<file path="src/common/pacb_defines.vh">
// constants for the post-acquisition calc block
`ifndef PACB_DEFINES_VH
`define PACB_DEFINES_VH
// register offsets (word index on the plain port)
`define PACB_A_FEED1 4'h0
`define PACB_A_FEED2 4'h1
`define PACB_A_OFFSET 4'h2
`define PACB_A_OFS_EN 4'h3
`define PACB_A_CLR_AUTO 4'h4
`define PACB_A_CLR_IMM 4'h5
`define PACB_A_LIM_EN 4'h6
`define PACB_A_LOWER 4'h7
`define PACB_A_UPPER 4'h8
`define PACB_A_FCOUNT 4'h9
`define PACB_A_FAIL 4'hA
`define PACB_A_RESULT 4'hB
`define PACB_A_ERROR 4'hC
// measurement types
`define PACB_T_PEAK 2'h0
`define PACB_T_PEAK_TO_AVERAGE_TYPE 2'h1
`define PACB_T_AVERAGE_TYPE 2'h2
`define PACB_T_MIN 2'h3
// feed write fields
`define PACB_F_TYPE_LO 0
`define PACB_F_TYPE_HI 1
`define PACB_F_GATE_LO 2
`define PACB_F_GATE_HI 3
`define PACB_F_GATE_GIVEN 4
`define PACB_F_EMPTY 5
// trigger source codes
`define PACB_TS_INT 2'h0
`define PACB_TS_EXT 2'h1
// auto clear modes
`define PACB_AC_OFF 2'h0
`define PACB_AC_ON 2'h1
`define PACB_AC_ONCE 2'h2
// offset range in milli-dB
`define PACB_OFS_MAX 32'sd100000
`define PACB_OFS_MIN -32'sd100000
// error code: settings conflict
`define PACB_ERR_CONFLICT 16'hFF23
`define PACB_ZERO16 16'h0000
`define PACB_ONE16 16'h0001
`endif

</file>
<file path="src/rtl/pacb_calc.v">
// four post-acquisition calc instances with register port
//
// Our own choices: the address map and the address-and-strobe port.
`timescale 1ns/1ps
`include "pacb_defines.vh"
module pacb_calc #(
  parameter DW = 32, // result width, signed milli-dB
  parameter CW = 16 // failure counter width
) (
  input wire clk, // 40 MHz clock
  input wire rst, // synchronous reset, active high
  input wire [1:0] inst_sel, // instance suffix minus one
  input wire [3:0] addr, // register index
  input wire [DW-1:0] wr_data, // write data
  input wire wr_en, // write strobe
  input wire rd_en, // read strobe
  output reg [DW-1:0] rd_data, // read data, cycle after strobe
  input wire meas_start, // measurement start pulse
  input wire [DW-1:0] math_result, // math stage output
  input wire math_valid, // math result strobe
  input wire [3:0] trig_source, // trigger source, 2 bits per feed
  input wire detector_average, // detector function is average-only
  input wire measurement_rate_fast, // measurement rate is fast
  output reg [4*DW-1:0] final_result, // result plus offset, per inst
  output reg [3:0] result_valid, // result strobe per instance
  output reg [3:0] fail_flag, // counter non-zero per instance
  output reg error_pulse // conflict error raised
);
  // ***************************************************
  // per-instance state
  // ***************************************************
  reg [1:0] feed_type [0:7]; // index inst*2+feed
  reg [1:0] feed_gate [0:7]; // gate minus one
  reg signed [DW-1:0] offset [0:3]; // offset, milli-dB
  reg ofs_en [0:3]; // offset enable
  reg [1:0] clr_mode [0:3]; // auto clear mode
  reg once_done [0:3]; // once mode consumed
  reg lim_en [0:3]; // limit check enable
  reg signed [DW-1:0] lower [0:3]; // lower limit
  reg signed [DW-1:0] upper [0:3]; // upper limit
  reg [CW-1:0] fcount [0:3]; // failure_counter
  reg [15:0] last_err; // last error code
  // each process owns its own loop index, so no index has two drivers
  integer i; // loop index, limit compare
  integer j; // loop index, configuration
  integer k; // loop index, counter next state
  integer n; // loop index, counter registers
  integer m; // loop index, result path
  // ***************************************************
  // write decode helpers
  // ***************************************************
  wire wr_f1 = wr_en && (addr == `PACB_A_FEED1); // feed 1 write
  wire wr_f2 = wr_en && (addr == `PACB_A_FEED2); // feed 2 write
  wire wr_feed = wr_f1 || wr_f2;
  wire [2:0] fidx = {inst_sel, wr_f2}; // addressed feed
  wire [2:0] oidx = {inst_sel, ~wr_f2}; // coupled feed
  wire [1:0] new_type = wr_data[`PACB_F_TYPE_HI:`PACB_F_TYPE_LO];
  wire gate_given = wr_data[`PACB_F_GATE_GIVEN];
  wire feed_empty = wr_data[`PACB_F_EMPTY];
  wire [1:0] feed_ts = wr_f2 ? trig_source[3:2] : trig_source[1:0];
  // gate needs internal or external trigger
  wire gate_bad = gate_given && (feed_ts != `PACB_TS_INT) &&
    (feed_ts != `PACB_TS_EXT);
  // peak kinds need a peak detector
  wire type_bad = detector_average && ((new_type == `PACB_T_PEAK) ||
    (new_type == `PACB_T_PEAK_TO_AVERAGE_TYPE));
  wire feed_err = wr_feed && !feed_empty && (gate_bad || type_bad);
  wire signed [DW-1:0] sdata = wr_data; // signed view of write
  wire ofs_range = (sdata <= `PACB_OFS_MAX) &&
    (sdata >= `PACB_OFS_MIN);
  wire wr_ofs = wr_en && (addr == `PACB_A_OFFSET);
  wire wr_oen = wr_en && (addr == `PACB_A_OFS_EN);
  // offset write in fast rate, or out of range, is refused
  wire ofs_err = wr_ofs && (measurement_rate_fast || !ofs_range);
  wire oen_err = wr_oen && wr_data[0] && measurement_rate_fast;
  wire wr_lim = wr_en && (addr == `PACB_A_LIM_EN);
  // limit check also refused in fast rate
  wire lim_err = wr_lim && wr_data[0] && measurement_rate_fast;
  wire any_err = feed_err || ofs_err || oen_err || lim_err;
  // ***************************************************
  // limit comparison on the final, offset result
  // ***************************************************
  reg signed [DW-1:0] adj [0:3]; // offset-adjusted result
  reg [3:0] outside; // strictly outside limits
  always @*
  begin
    for (i = 0; i < 4; i = i + 1)
    begin
      // offset only ever follows the math stage
      adj[i] = ofs_en[i] ? $signed(math_result) + offset[i]
                         : $signed(math_result);
      // equal to a limit is a pass
      outside[i] = (adj[i] < lower[i]) || (adj[i] > upper[i]);
    end
  end
  // ***************************************************
  // configuration and error register
  // ***************************************************
  always @(posedge clk)
  begin
    if (rst)
    begin
      // every feed of every instance back to average power
      for (j = 0; j < 8; j = j + 1)
      begin
        feed_type[j] <= `PACB_T_AVERAGE_TYPE;
        feed_gate[j] <= 2'h0; // gate 1
      end
      // offset, enables and limits of all four instances
      for (j = 0; j < 4; j = j + 1)
      begin
        offset[j] <= {DW{1'b0}}; // 0 dB
        ofs_en[j] <= 1'b0;
        lim_en[j] <= 1'b0;
        lower[j] <= {DW{1'b0}}; // limits start at zero
        upper[j] <= {DW{1'b0}}; // limits start at zero
      end
      last_err <= `PACB_ZERO16;
      error_pulse <= 1'b0;
    end
    else
    begin
      error_pulse <= any_err;
      if (any_err)
        last_err <= `PACB_ERR_CONFLICT;
      // suffix steers the write to one instance
      if (wr_feed && !feed_empty && !feed_err)
      begin
        feed_type[fidx] <= new_type;
        // peak-to-average on one feed also sets the coupled feed
        if (new_type == `PACB_T_PEAK_TO_AVERAGE_TYPE)
          feed_type[oidx] <= `PACB_T_PEAK_TO_AVERAGE_TYPE;
        if (gate_given)
          feed_gate[fidx] <= wr_data[`PACB_F_GATE_HI:`PACB_F_GATE_LO];
        // no gate given: previous gate stands
      end
      if (wr_ofs && !ofs_err)
      begin
        offset[inst_sel] <= sdata;
        ofs_en[inst_sel] <= 1'b1;
      end
      if (wr_oen && !oen_err)
        ofs_en[inst_sel] <= wr_data[0];
      if (wr_lim && !lim_err)
        lim_en[inst_sel] <= wr_data[0];
      if (wr_en && (addr == `PACB_A_LOWER))
        lower[inst_sel] <= sdata;
      if (wr_en && (addr == `PACB_A_UPPER))
        upper[inst_sel] <= sdata;
      if (rd_en && (addr == `PACB_A_ERROR))
        last_err <= any_err ? `PACB_ERR_CONFLICT : `PACB_ZERO16;
    end
  end
  // ***************************************************
  // failure counters and auto clear
  // ***************************************************
  // a failing result in the same cycle as a clear still counts:
  // the clear is applied first, then the increment
  // the next counter value is worked out combinationally, so the
  // registers below only ever take non-blocking updates
  reg [CW-1:0] next_fcount [0:3]; // counter after this cycle
  reg [3:0] next_fail_flag; // flag after this cycle
  reg [3:0] clr_now; // clear applied this cycle
  // ***************************************************
  // counter next state
  // ***************************************************
  always @*
  begin
    clr_now = 4'h0;
    next_fail_flag = 4'h0;
    for (k = 0; k < 4; k = k + 1)
    begin
      // immediate clear ignores auto mode
      if (wr_en && (addr == `PACB_A_CLR_IMM) && (inst_sel == k))
        clr_now[k] = 1'b1;
      // writing auto-clear on zeroes the counter too
      if (wr_en && (addr == `PACB_A_CLR_AUTO) && (inst_sel == k) &&
          (wr_data[1:0] == `PACB_AC_ON))
        clr_now[k] = 1'b1;
      // a start is shared by all four instances
      if (meas_start)
      begin
        case (clr_mode[k])
          `PACB_AC_ON: clr_now[k] = 1'b1;
          `PACB_AC_ONCE:
            if (!once_done[k])
              clr_now[k] = 1'b1;
          default: clr_now[k] = clr_now[k]; // off accumulates
        endcase
      end
      // start from zero when any clear applies
      next_fcount[k] = clr_now[k] ? {CW{1'b0}} : fcount[k];
      // wraps to zero past full count, no saturation
      if (math_valid && lim_en[k] && outside[k])
        next_fcount[k] = next_fcount[k] +
          {{(CW-1){1'b0}}, 1'b1};
      // flag follows the counter of the same cycle
      next_fail_flag[k] = (next_fcount[k] != {CW{1'b0}});
    end
  end
  // ***************************************************
  // counter and auto clear registers
  // ***************************************************
  always @(posedge clk)
  begin
    if (rst)
    begin
      for (n = 0; n < 4; n = n + 1)
      begin
        fcount[n] <= {CW{1'b0}}; // counter empty
        clr_mode[n] <= `PACB_AC_ON;
        once_done[n] <= 1'b0; // once mode armed
      end
      fail_flag <= 4'h0;
    end
    else
    begin
      fail_flag <= next_fail_flag;
      for (n = 0; n < 4; n = n + 1)
      begin
        fcount[n] <= next_fcount[n];
        // rewriting the mode re-arms once mode
        if (wr_en && (addr == `PACB_A_CLR_AUTO) && (inst_sel == n))
        begin
          clr_mode[n] <= wr_data[1:0];
          once_done[n] <= 1'b0;
        end
        // the first start after arming uses up once mode
        else if (meas_start && (clr_mode[n] == `PACB_AC_ONCE))
          once_done[n] <= 1'b1;
      end
    end
  end
  // ***************************************************
  // result path
  // ***************************************************
  always @(posedge clk)
  begin
    if (rst)
    begin
      final_result <= {4*DW{1'b0}};
      result_valid <= 4'h0;
    end
    else
    begin
      // all four instances see the same math result
      for (m = 0; m < 4; m = m + 1)
        final_result[m*DW +: DW] <= adj[m];
      result_valid <= {4{math_valid}};
    end
  end
  // ***************************************************
  // read port
  // ***************************************************
  wire [2:0] r1 = {inst_sel, 1'b0}; // feed 1 index
  wire [2:0] r2 = {inst_sel, 1'b1}; // feed 2 index
  reg [DW-1:0] next_rd_data;
  always @*
  begin
    next_rd_data = {DW{1'b0}};
    case (addr)
      `PACB_A_FEED1: next_rd_data = {{(DW-4){1'b0}}, feed_gate[r1],
                                     feed_type[r1]};
      `PACB_A_FEED2: next_rd_data = {{(DW-4){1'b0}}, feed_gate[r2],
                                     feed_type[r2]};
      `PACB_A_OFFSET: next_rd_data = offset[inst_sel];
      `PACB_A_OFS_EN: next_rd_data = {{(DW-1){1'b0}}, ofs_en[inst_sel]};
      // once reads 1 until a start, then 0
      `PACB_A_CLR_AUTO: next_rd_data = {{(DW-1){1'b0}},
        (clr_mode[inst_sel] == `PACB_AC_ON) ||
        ((clr_mode[inst_sel] == `PACB_AC_ONCE) &&
         !once_done[inst_sel])};
      `PACB_A_LIM_EN: next_rd_data = {{(DW-1){1'b0}}, lim_en[inst_sel]};
      `PACB_A_LOWER: next_rd_data = lower[inst_sel];
      `PACB_A_UPPER: next_rd_data = upper[inst_sel];
      `PACB_A_FCOUNT: next_rd_data = {{(DW-CW){1'b0}}, fcount[inst_sel]};
      `PACB_A_FAIL: next_rd_data = {{(DW-1){1'b0}},
        fail_flag[inst_sel]};
      `PACB_A_RESULT: next_rd_data = final_result[inst_sel*DW +: DW];
      `PACB_A_ERROR: next_rd_data = {{(DW-16){1'b0}}, last_err};
      default: next_rd_data = {DW{1'b0}}; // unmapped reads zero
    endcase
  end
  // read data stands only in the cycle after the strobe
  always @(posedge clk)
  begin
    if (rst)
      rd_data <= {DW{1'b0}};
    else if (rd_en)
      rd_data <= next_rd_data;
    else
      rd_data <= {DW{1'b0}};
  end
endmodule // pacb_calc

</file>
<file path="config.mk">
export PLATFORM = sky130hd
export DESIGN_NAME = pacb_calc
export DESIGN_NICKNAME = d
export VERILOG_FILES = /design/src/rtl/pacb_calc.v
export VERILOG_INCLUDE_DIRS = /design/src /design/src/common
export SDC_FILE = /design/constraint.sdc
export NUM_CORES = 2
export LEC_CHECK = 0
export ABC_AREA = 1
export BUFFER_PORTS_ARGS = -buffer_cell sky130_fd_sc_hd__clkbuf_2
export CAP_MARGIN = 0
export CORE_MARGIN = 10
export CORE_UTILIZATION = 55
export CTS_BUF_LIST = sky130_fd_sc_hd__clkbuf_16
export CTS_CLUSTER_DIAMETER = 80
export DETAILED_ROUTE_END_ITERATION = 16
export HOLD_SLACK_MARGIN = 0.1
export PLACE_DENSITY_LB_ADDON = 0.2
export SYNTH_ARGS = -nofsm -noshare
export SYNTH_HDL_FRONTEND = slang
export SYNTH_SLANG_ARGS = --single-unit
</file>
<file path="constraint.sdc">
create_clock -name clk -period 10.52 [get_ports clk]
set_input_delay 0.526 -clock clk [delete_from_list [all_inputs] [get_ports clk]]
set_output_delay 0.526 -clock clk [all_outputs]
set_load 0.02 [all_outputs]
</file>
==> Word level (Yosys, flattened, before mapping) <==
Memories as Yosys holds them, arrays and structs flattened.
Cells that the tools add are included.
{ "word_totals": {"word_cells": 306, "mem_count": 10, "reg_bits": 182, "ram_bits": 500, "output_inout_bits": 169} }
{ "classes": {"n_reduce_logical": 87, "n_eq_ne": 27, "order_cmp": 11, "bitwise_logic": 19, "n_shift": 1, "add_sub_neg": 8, "mux": 137} }
{ "mem_list": {"columns": ["name", "depth", "width", "rd", "rd_clocked_by_memory_dff", "write_ports", "line_no", "source"], "rows": [
  ["lower", 4, 32, 5, 0, 4, "pacb_calc.v:39", "reg signed [DW-1:0] lower [0:3];"],
  ["offset", 4, 32, 5, 0, 4, "pacb_calc.v:34", "reg signed [DW-1:0] offset [0:3];"],
  ["upper", 4, 32, 5, 0, 4, "pacb_calc.v:40", "reg signed [DW-1:0] upper [0:3];"],
  ["fcount", 4, 16, 5, 0, 4, "pacb_calc.v:41", "reg [CW-1:0] fcount [0:3];"],
  ["feed_gate", 8, 2, 2, 0, 8, "pacb_calc.v:33", "reg [1:0] feed_gate [0:7];"],
  ["feed_type", 8, 2, 2, 0, 8, "pacb_calc.v:32", "reg [1:0] feed_type [0:7];"],
  ["4 more memories", null, null, null, null, null, null, null]
]} }
{ "op_table": {"columns": ["cell", "count"], "rows": [
  ["$pmux W32 S12", 1],
  ["$mux W16", 15],
  ["$mux W32", 7],
  ["$add A32 B32 Y32", 4],
  ["$gt A32 B32 Y1", 4],
  ["$lt A32 B32 Y1", 4],
  ["$shiftx A128 B8 Y32", 1],
  ["$reduce_or A32 Y1", 3],
  ["$mux W1", 93],
  ["$add A16 B1 Y16 const B", 4],
  ["$reduce_bool A16 Y1", 4],
  ["$logic_and A1 B1 Y1", 50],
  ["$ge A32 B18 Y1 const B", 1],
  ["$le A32 B18 Y1 const B", 1],
  ["$mux W2", 13],
  ["$eq A4 B4 Y1 const B", 5],
  ["$or A1 B1 Y1", 17],
  ["$eq A4 B3 Y1 const B", 4],
  ["$eq A2 B1 Y1 const B", 7],
  ["$eq A2 B2 Y1 const B", 7],
  ["$logic_or A1 B1 Y1", 12],
  ["$mux W3", 3],
  ["$eq A4 B2 Y1 const B", 2],
  ["$pmux W1 S2", 4],
  ["11 further kinds", 24]
]} }

==> Longest topological paths before layout <==
{ "depth": {"ltp_word": 15, "mapped_depth": 38, "depth_no_buf": 38} }

==> Worst setup path before layout <==
OpenSTA, ideal clock, no wires.
{ "synth_path": {"kind": "input to register", "startpoint": "input port math_result[0]", "endpoint": "register fail_flag[0]", "n_path_buf": 1, "arrival_ns": 4.393, "stages": 32, "setup_slack_ns": 5.995, "required_ns": 10.388, "setup_ns": 0.132, "path_cell_list": "ha_1 fa_1 nand3_1 nand3_1 a21oi_1 o21ai_1 nand3_1 nand2_1 a21oi_1 inv_1 nand2_1 o2111ai_1 or2_2 nand3_1 nand2_1 ha_1 nand2_1 nor2_1 nand4_1 nor4_1 nand2_1 nand3_1 nand3_1 nand3_2 nand2_2 buf_4 nand2_1 nand2_1 nor2_1 nand2_1 nor2_1 a21oi_1"} }
{ "synth_rtl": {"columns": ["item", "line_no", "source"], "rows": [
  ["start, declared", "pacb_calc.v:19", "input wire [DW-1:0] math_result,"],
  ["end signal, assigned", "pacb_calc.v:218", "fail_flag <= next_fail_flag;"],
  ["end, declared", "pacb_calc.v:26", "output reg [3:0] fail_flag,"]
]} }

==> reports/results.txt <==
Met2 wire len: 75,000 microns
Area growth from synthesis to layout: 10.8%
YS warnings: 0
Seq/Total Area, Yosys: 39.7%
Syn Inst Count: 5,732
Yosys top cell by area: edfxtp_1
Residual DRC count: 0
WL final: 184,000 microns
Vias per cell: 6.23
HPWL Detailed: 138,000 microns
Setup Viol. Count Final: 0
Largest net degree at the start of global routing: 119
Final Net Count: 6,367
Max-slew headroom: 12.0%
Cell-internal power: 0.00503 W
M1 WL: 70,500 microns
I/O Pins: 251
CP max-delay cell: a21boi_0
PortBufs: 248
Setup crit end kind: flop
Unrepaired setup endpoints after global routing: false
Max-slew violations: 0
Core Util, Final: 61.7%
RePlAce Congestion: 1.04
Initial DRC count: 6,775
Yosys cell types: 63
Top FF cell, synth: edfxtp_1
Outcome: finished clean
Peak Freq: 0.132 GHz
Initial antenna violation count: 6
Vias: 43,600
Startpoint Class: flop
Row count: 103
Final Skew: 27.9 ps
Root Buffer: clkbuf_16
Most common cell on crit path: nand2_1
Power Dens Cells: 156 nW/um^2
Clock Pin Slew Worst Setup and Hold Paths: 60 ps
Core Box Area: 79,400 sq um
Endpoints failing hold: 0
CTS Buffer Depth: 3
Number of synthesized flops with an enable pin: 420
Tcrit/Tclk final: 71.9%
Most frequent cells in the layout: nand2_1, inv_1, nor2_1
Cell area after synthesis: 44,300 sq um
VDD IR max: 0.121 mV
Syn Nets: 6,206
Clock latency on the worst-skew pair: 650 ps
GRT Util Overall: 37.7%
Top Metal Used: met5
Crit path required time: 10,990 ps
Comb pwr share: 23.7%
Synth top area share: 28.5%
Global-route wire length before repair: 263,000 microns
Number of global-route vias before repair: 40,000
Hold Path Class: input port to flop
Maxcap violations: 0
Accumulated negative setup slack: 0 ps
#FFs+latches synth: 667
Total CTS buffers: 78
CP peak stage delay: 880 ps
CTS tree: yes
Hold-fix buffers, CTS: 0
Initial Util: 55.7%
Met3 wire length: 30,700 microns
Syn avg cell area: 7.72 sq um
Period minus WS final: 7570 ps
Most common cell after layout, fill and taps aside: nand2_1
Post-CTS sizing: 0
Sw frac: 34.1%
DRT Pass-1 Iters: 9
Die area: 92,200 sq um
Setup CP Type: flop to flop
Crit path DAT: 8040 ps
Layout cells sized above 1: 8.80%
Leakage Power: 22.9 nW
Slew @ Worst Pin: 1310 ps
Die Width: 304 microns
CP Max Fanout: 17
Sequential fraction of design power: 39.4%
Routed len/inst: 26.2 microns
Async SR Flop Fraction: 0%
Total net switching power: 0.00260 W
Chip height: 304 microns
Area contributors post-synth: edfxtp_1, dfxtp_1, ha_1
Clock power share: 36.8%
Post-CTS Setup Inserts: 0
H-tree levels: 3
Clk sink count: 667
Detail Route Antenna Nets: 0
Grt total ovfl: 0
## state kept, by name, summed over array words and instances, names as in the netlist, 4 cells and up
signal        flops
fcount           64
final_result    128
feed_gate        16
clr_mode          8
once_done         4
ofs_en            4
upper           128
lower           128
rd_data          32
feed_type        16
lim_en            4
offset          128
fail_flag         4
## layout make-up
class	instances	area, sq um
inverters	761	2870
repair buffers	304	1720
clock buffers	80	2000
well taps	1050	1310
fillers	7244	30400
clock inverters	62	579
multi-input cells	4081	23000
diodes	1	2.50
flip-flops and latches	667	17600
## power groups by stage
stage	clock network (W)	registers, W	logic, W
3_5_place_dp	0	0.00306	0.00172
3_3_place_gp	0	0.00306	0.00170
6_report	0.00281	0.00301	0.00181
2_1_floorplan	0	0.00309	0.00102
5_1_grt	0.00290	0.00302	0.00193
4_1_cts	0.00280	0.00301	0.00173
## metrics by stage
| step | total power, W | area (sq um) | cells | hold WS (ps) | setup slack (ps) |
|---|---|---|---|---|---|
| after floorplan | 0.00411 | 44300 | 5732 | 441 | 5990 |
| after global placement | 0.00475 | 46400 | 6863 | 454 | 3040 |
| after detailed placement | 0.00478 | 46400 | 6863 | 458 | 2930 |
| after CTS | 0.00754 | 49000 | 7005 | 158 | 3250 |
| after global routing | 0.00785 | 49000 | 7005 | 169 | 2630 |
| final | 0.00763 | 49000 | 7006 | 176 | 2950 |
## synthesized netlist by cell type (20+ instances only)
| library cell | count |
|---|---|
| nand2_1 | 1216 |
| inv_1 | 739 |
| nor2_1 | 713 |
| a21oi_1 | 519 |
| edfxtp_1 | 420 |
| ha_1 | 388 |
| dfxtp_1 | 247 |
| nand3_1 | 229 |
| a22oi_1 | 213 |
| clkbuf_1 | 151 |
| o21ai_0 | 143 |
| nor3_1 | 86 |
| xor2_1 | 85 |
| nand4_1 | 72 |
| o22ai_1 | 66 |
| a31oi_1 | 43 |
| buf_1 | 43 |
| xnor2_1 | 35 |
| nor4_1 | 25 |
| o21ai_1 | 22 |
| inv_2 | 20 |
## metal layers
layer | vias to the layer above | global-route usage, %
li1 | 19700 | -
met1 | 20400 | 51.7
met2 | 3122 | 53.9
met3 | 425 | 13.5
met4 | 10 | 13.8
met5 | - | 0
## final timing paths
kind,start,to,slack [ps],cells after the start
setup reg to reg,offset[0][0],fail_flag[0],2950,31
setup / recovery,offset[0][0],fail_flag[0],2950,31
hold reg to reg,feed_type[4][1],feed_type[4][1],480,2
hold / removal,math_valid,result_valid[0],180,3
## cell families (layout without fill, tap and decap cells)
| logic type | Yosys count | count (layout) | synth area share, % |
|---|---|---|---|
| AND/OR/NAND/NOR | 2435 | 2435 | 23.0 |
| AO/OA/AOI/OAI | 1134 | 1134 | 15.2 |
| buffers and inverters | 984 | 1207 | 8.56 |
| flip-flops | 667 | 667 | 39.7 |
| adder cells (fa/ha/maj) | 392 | 392 | 11.2 |
| XOR/XNOR | 120 | 120 | 2.37 |
| other | 0 | 1 | 0 |
## worst max-delay path: cells and delay by family, from the launching register on
family / cells / cell delay [ps]
compound gates: 6 / 2090
xor+xnor: 1 / 150
fa+ha+maj: 3 / 1040
buf+inv: 2 / 320
flops: 1 / 390
simple gates: 19 / 3320
Power figures use the tool's default switching activity.
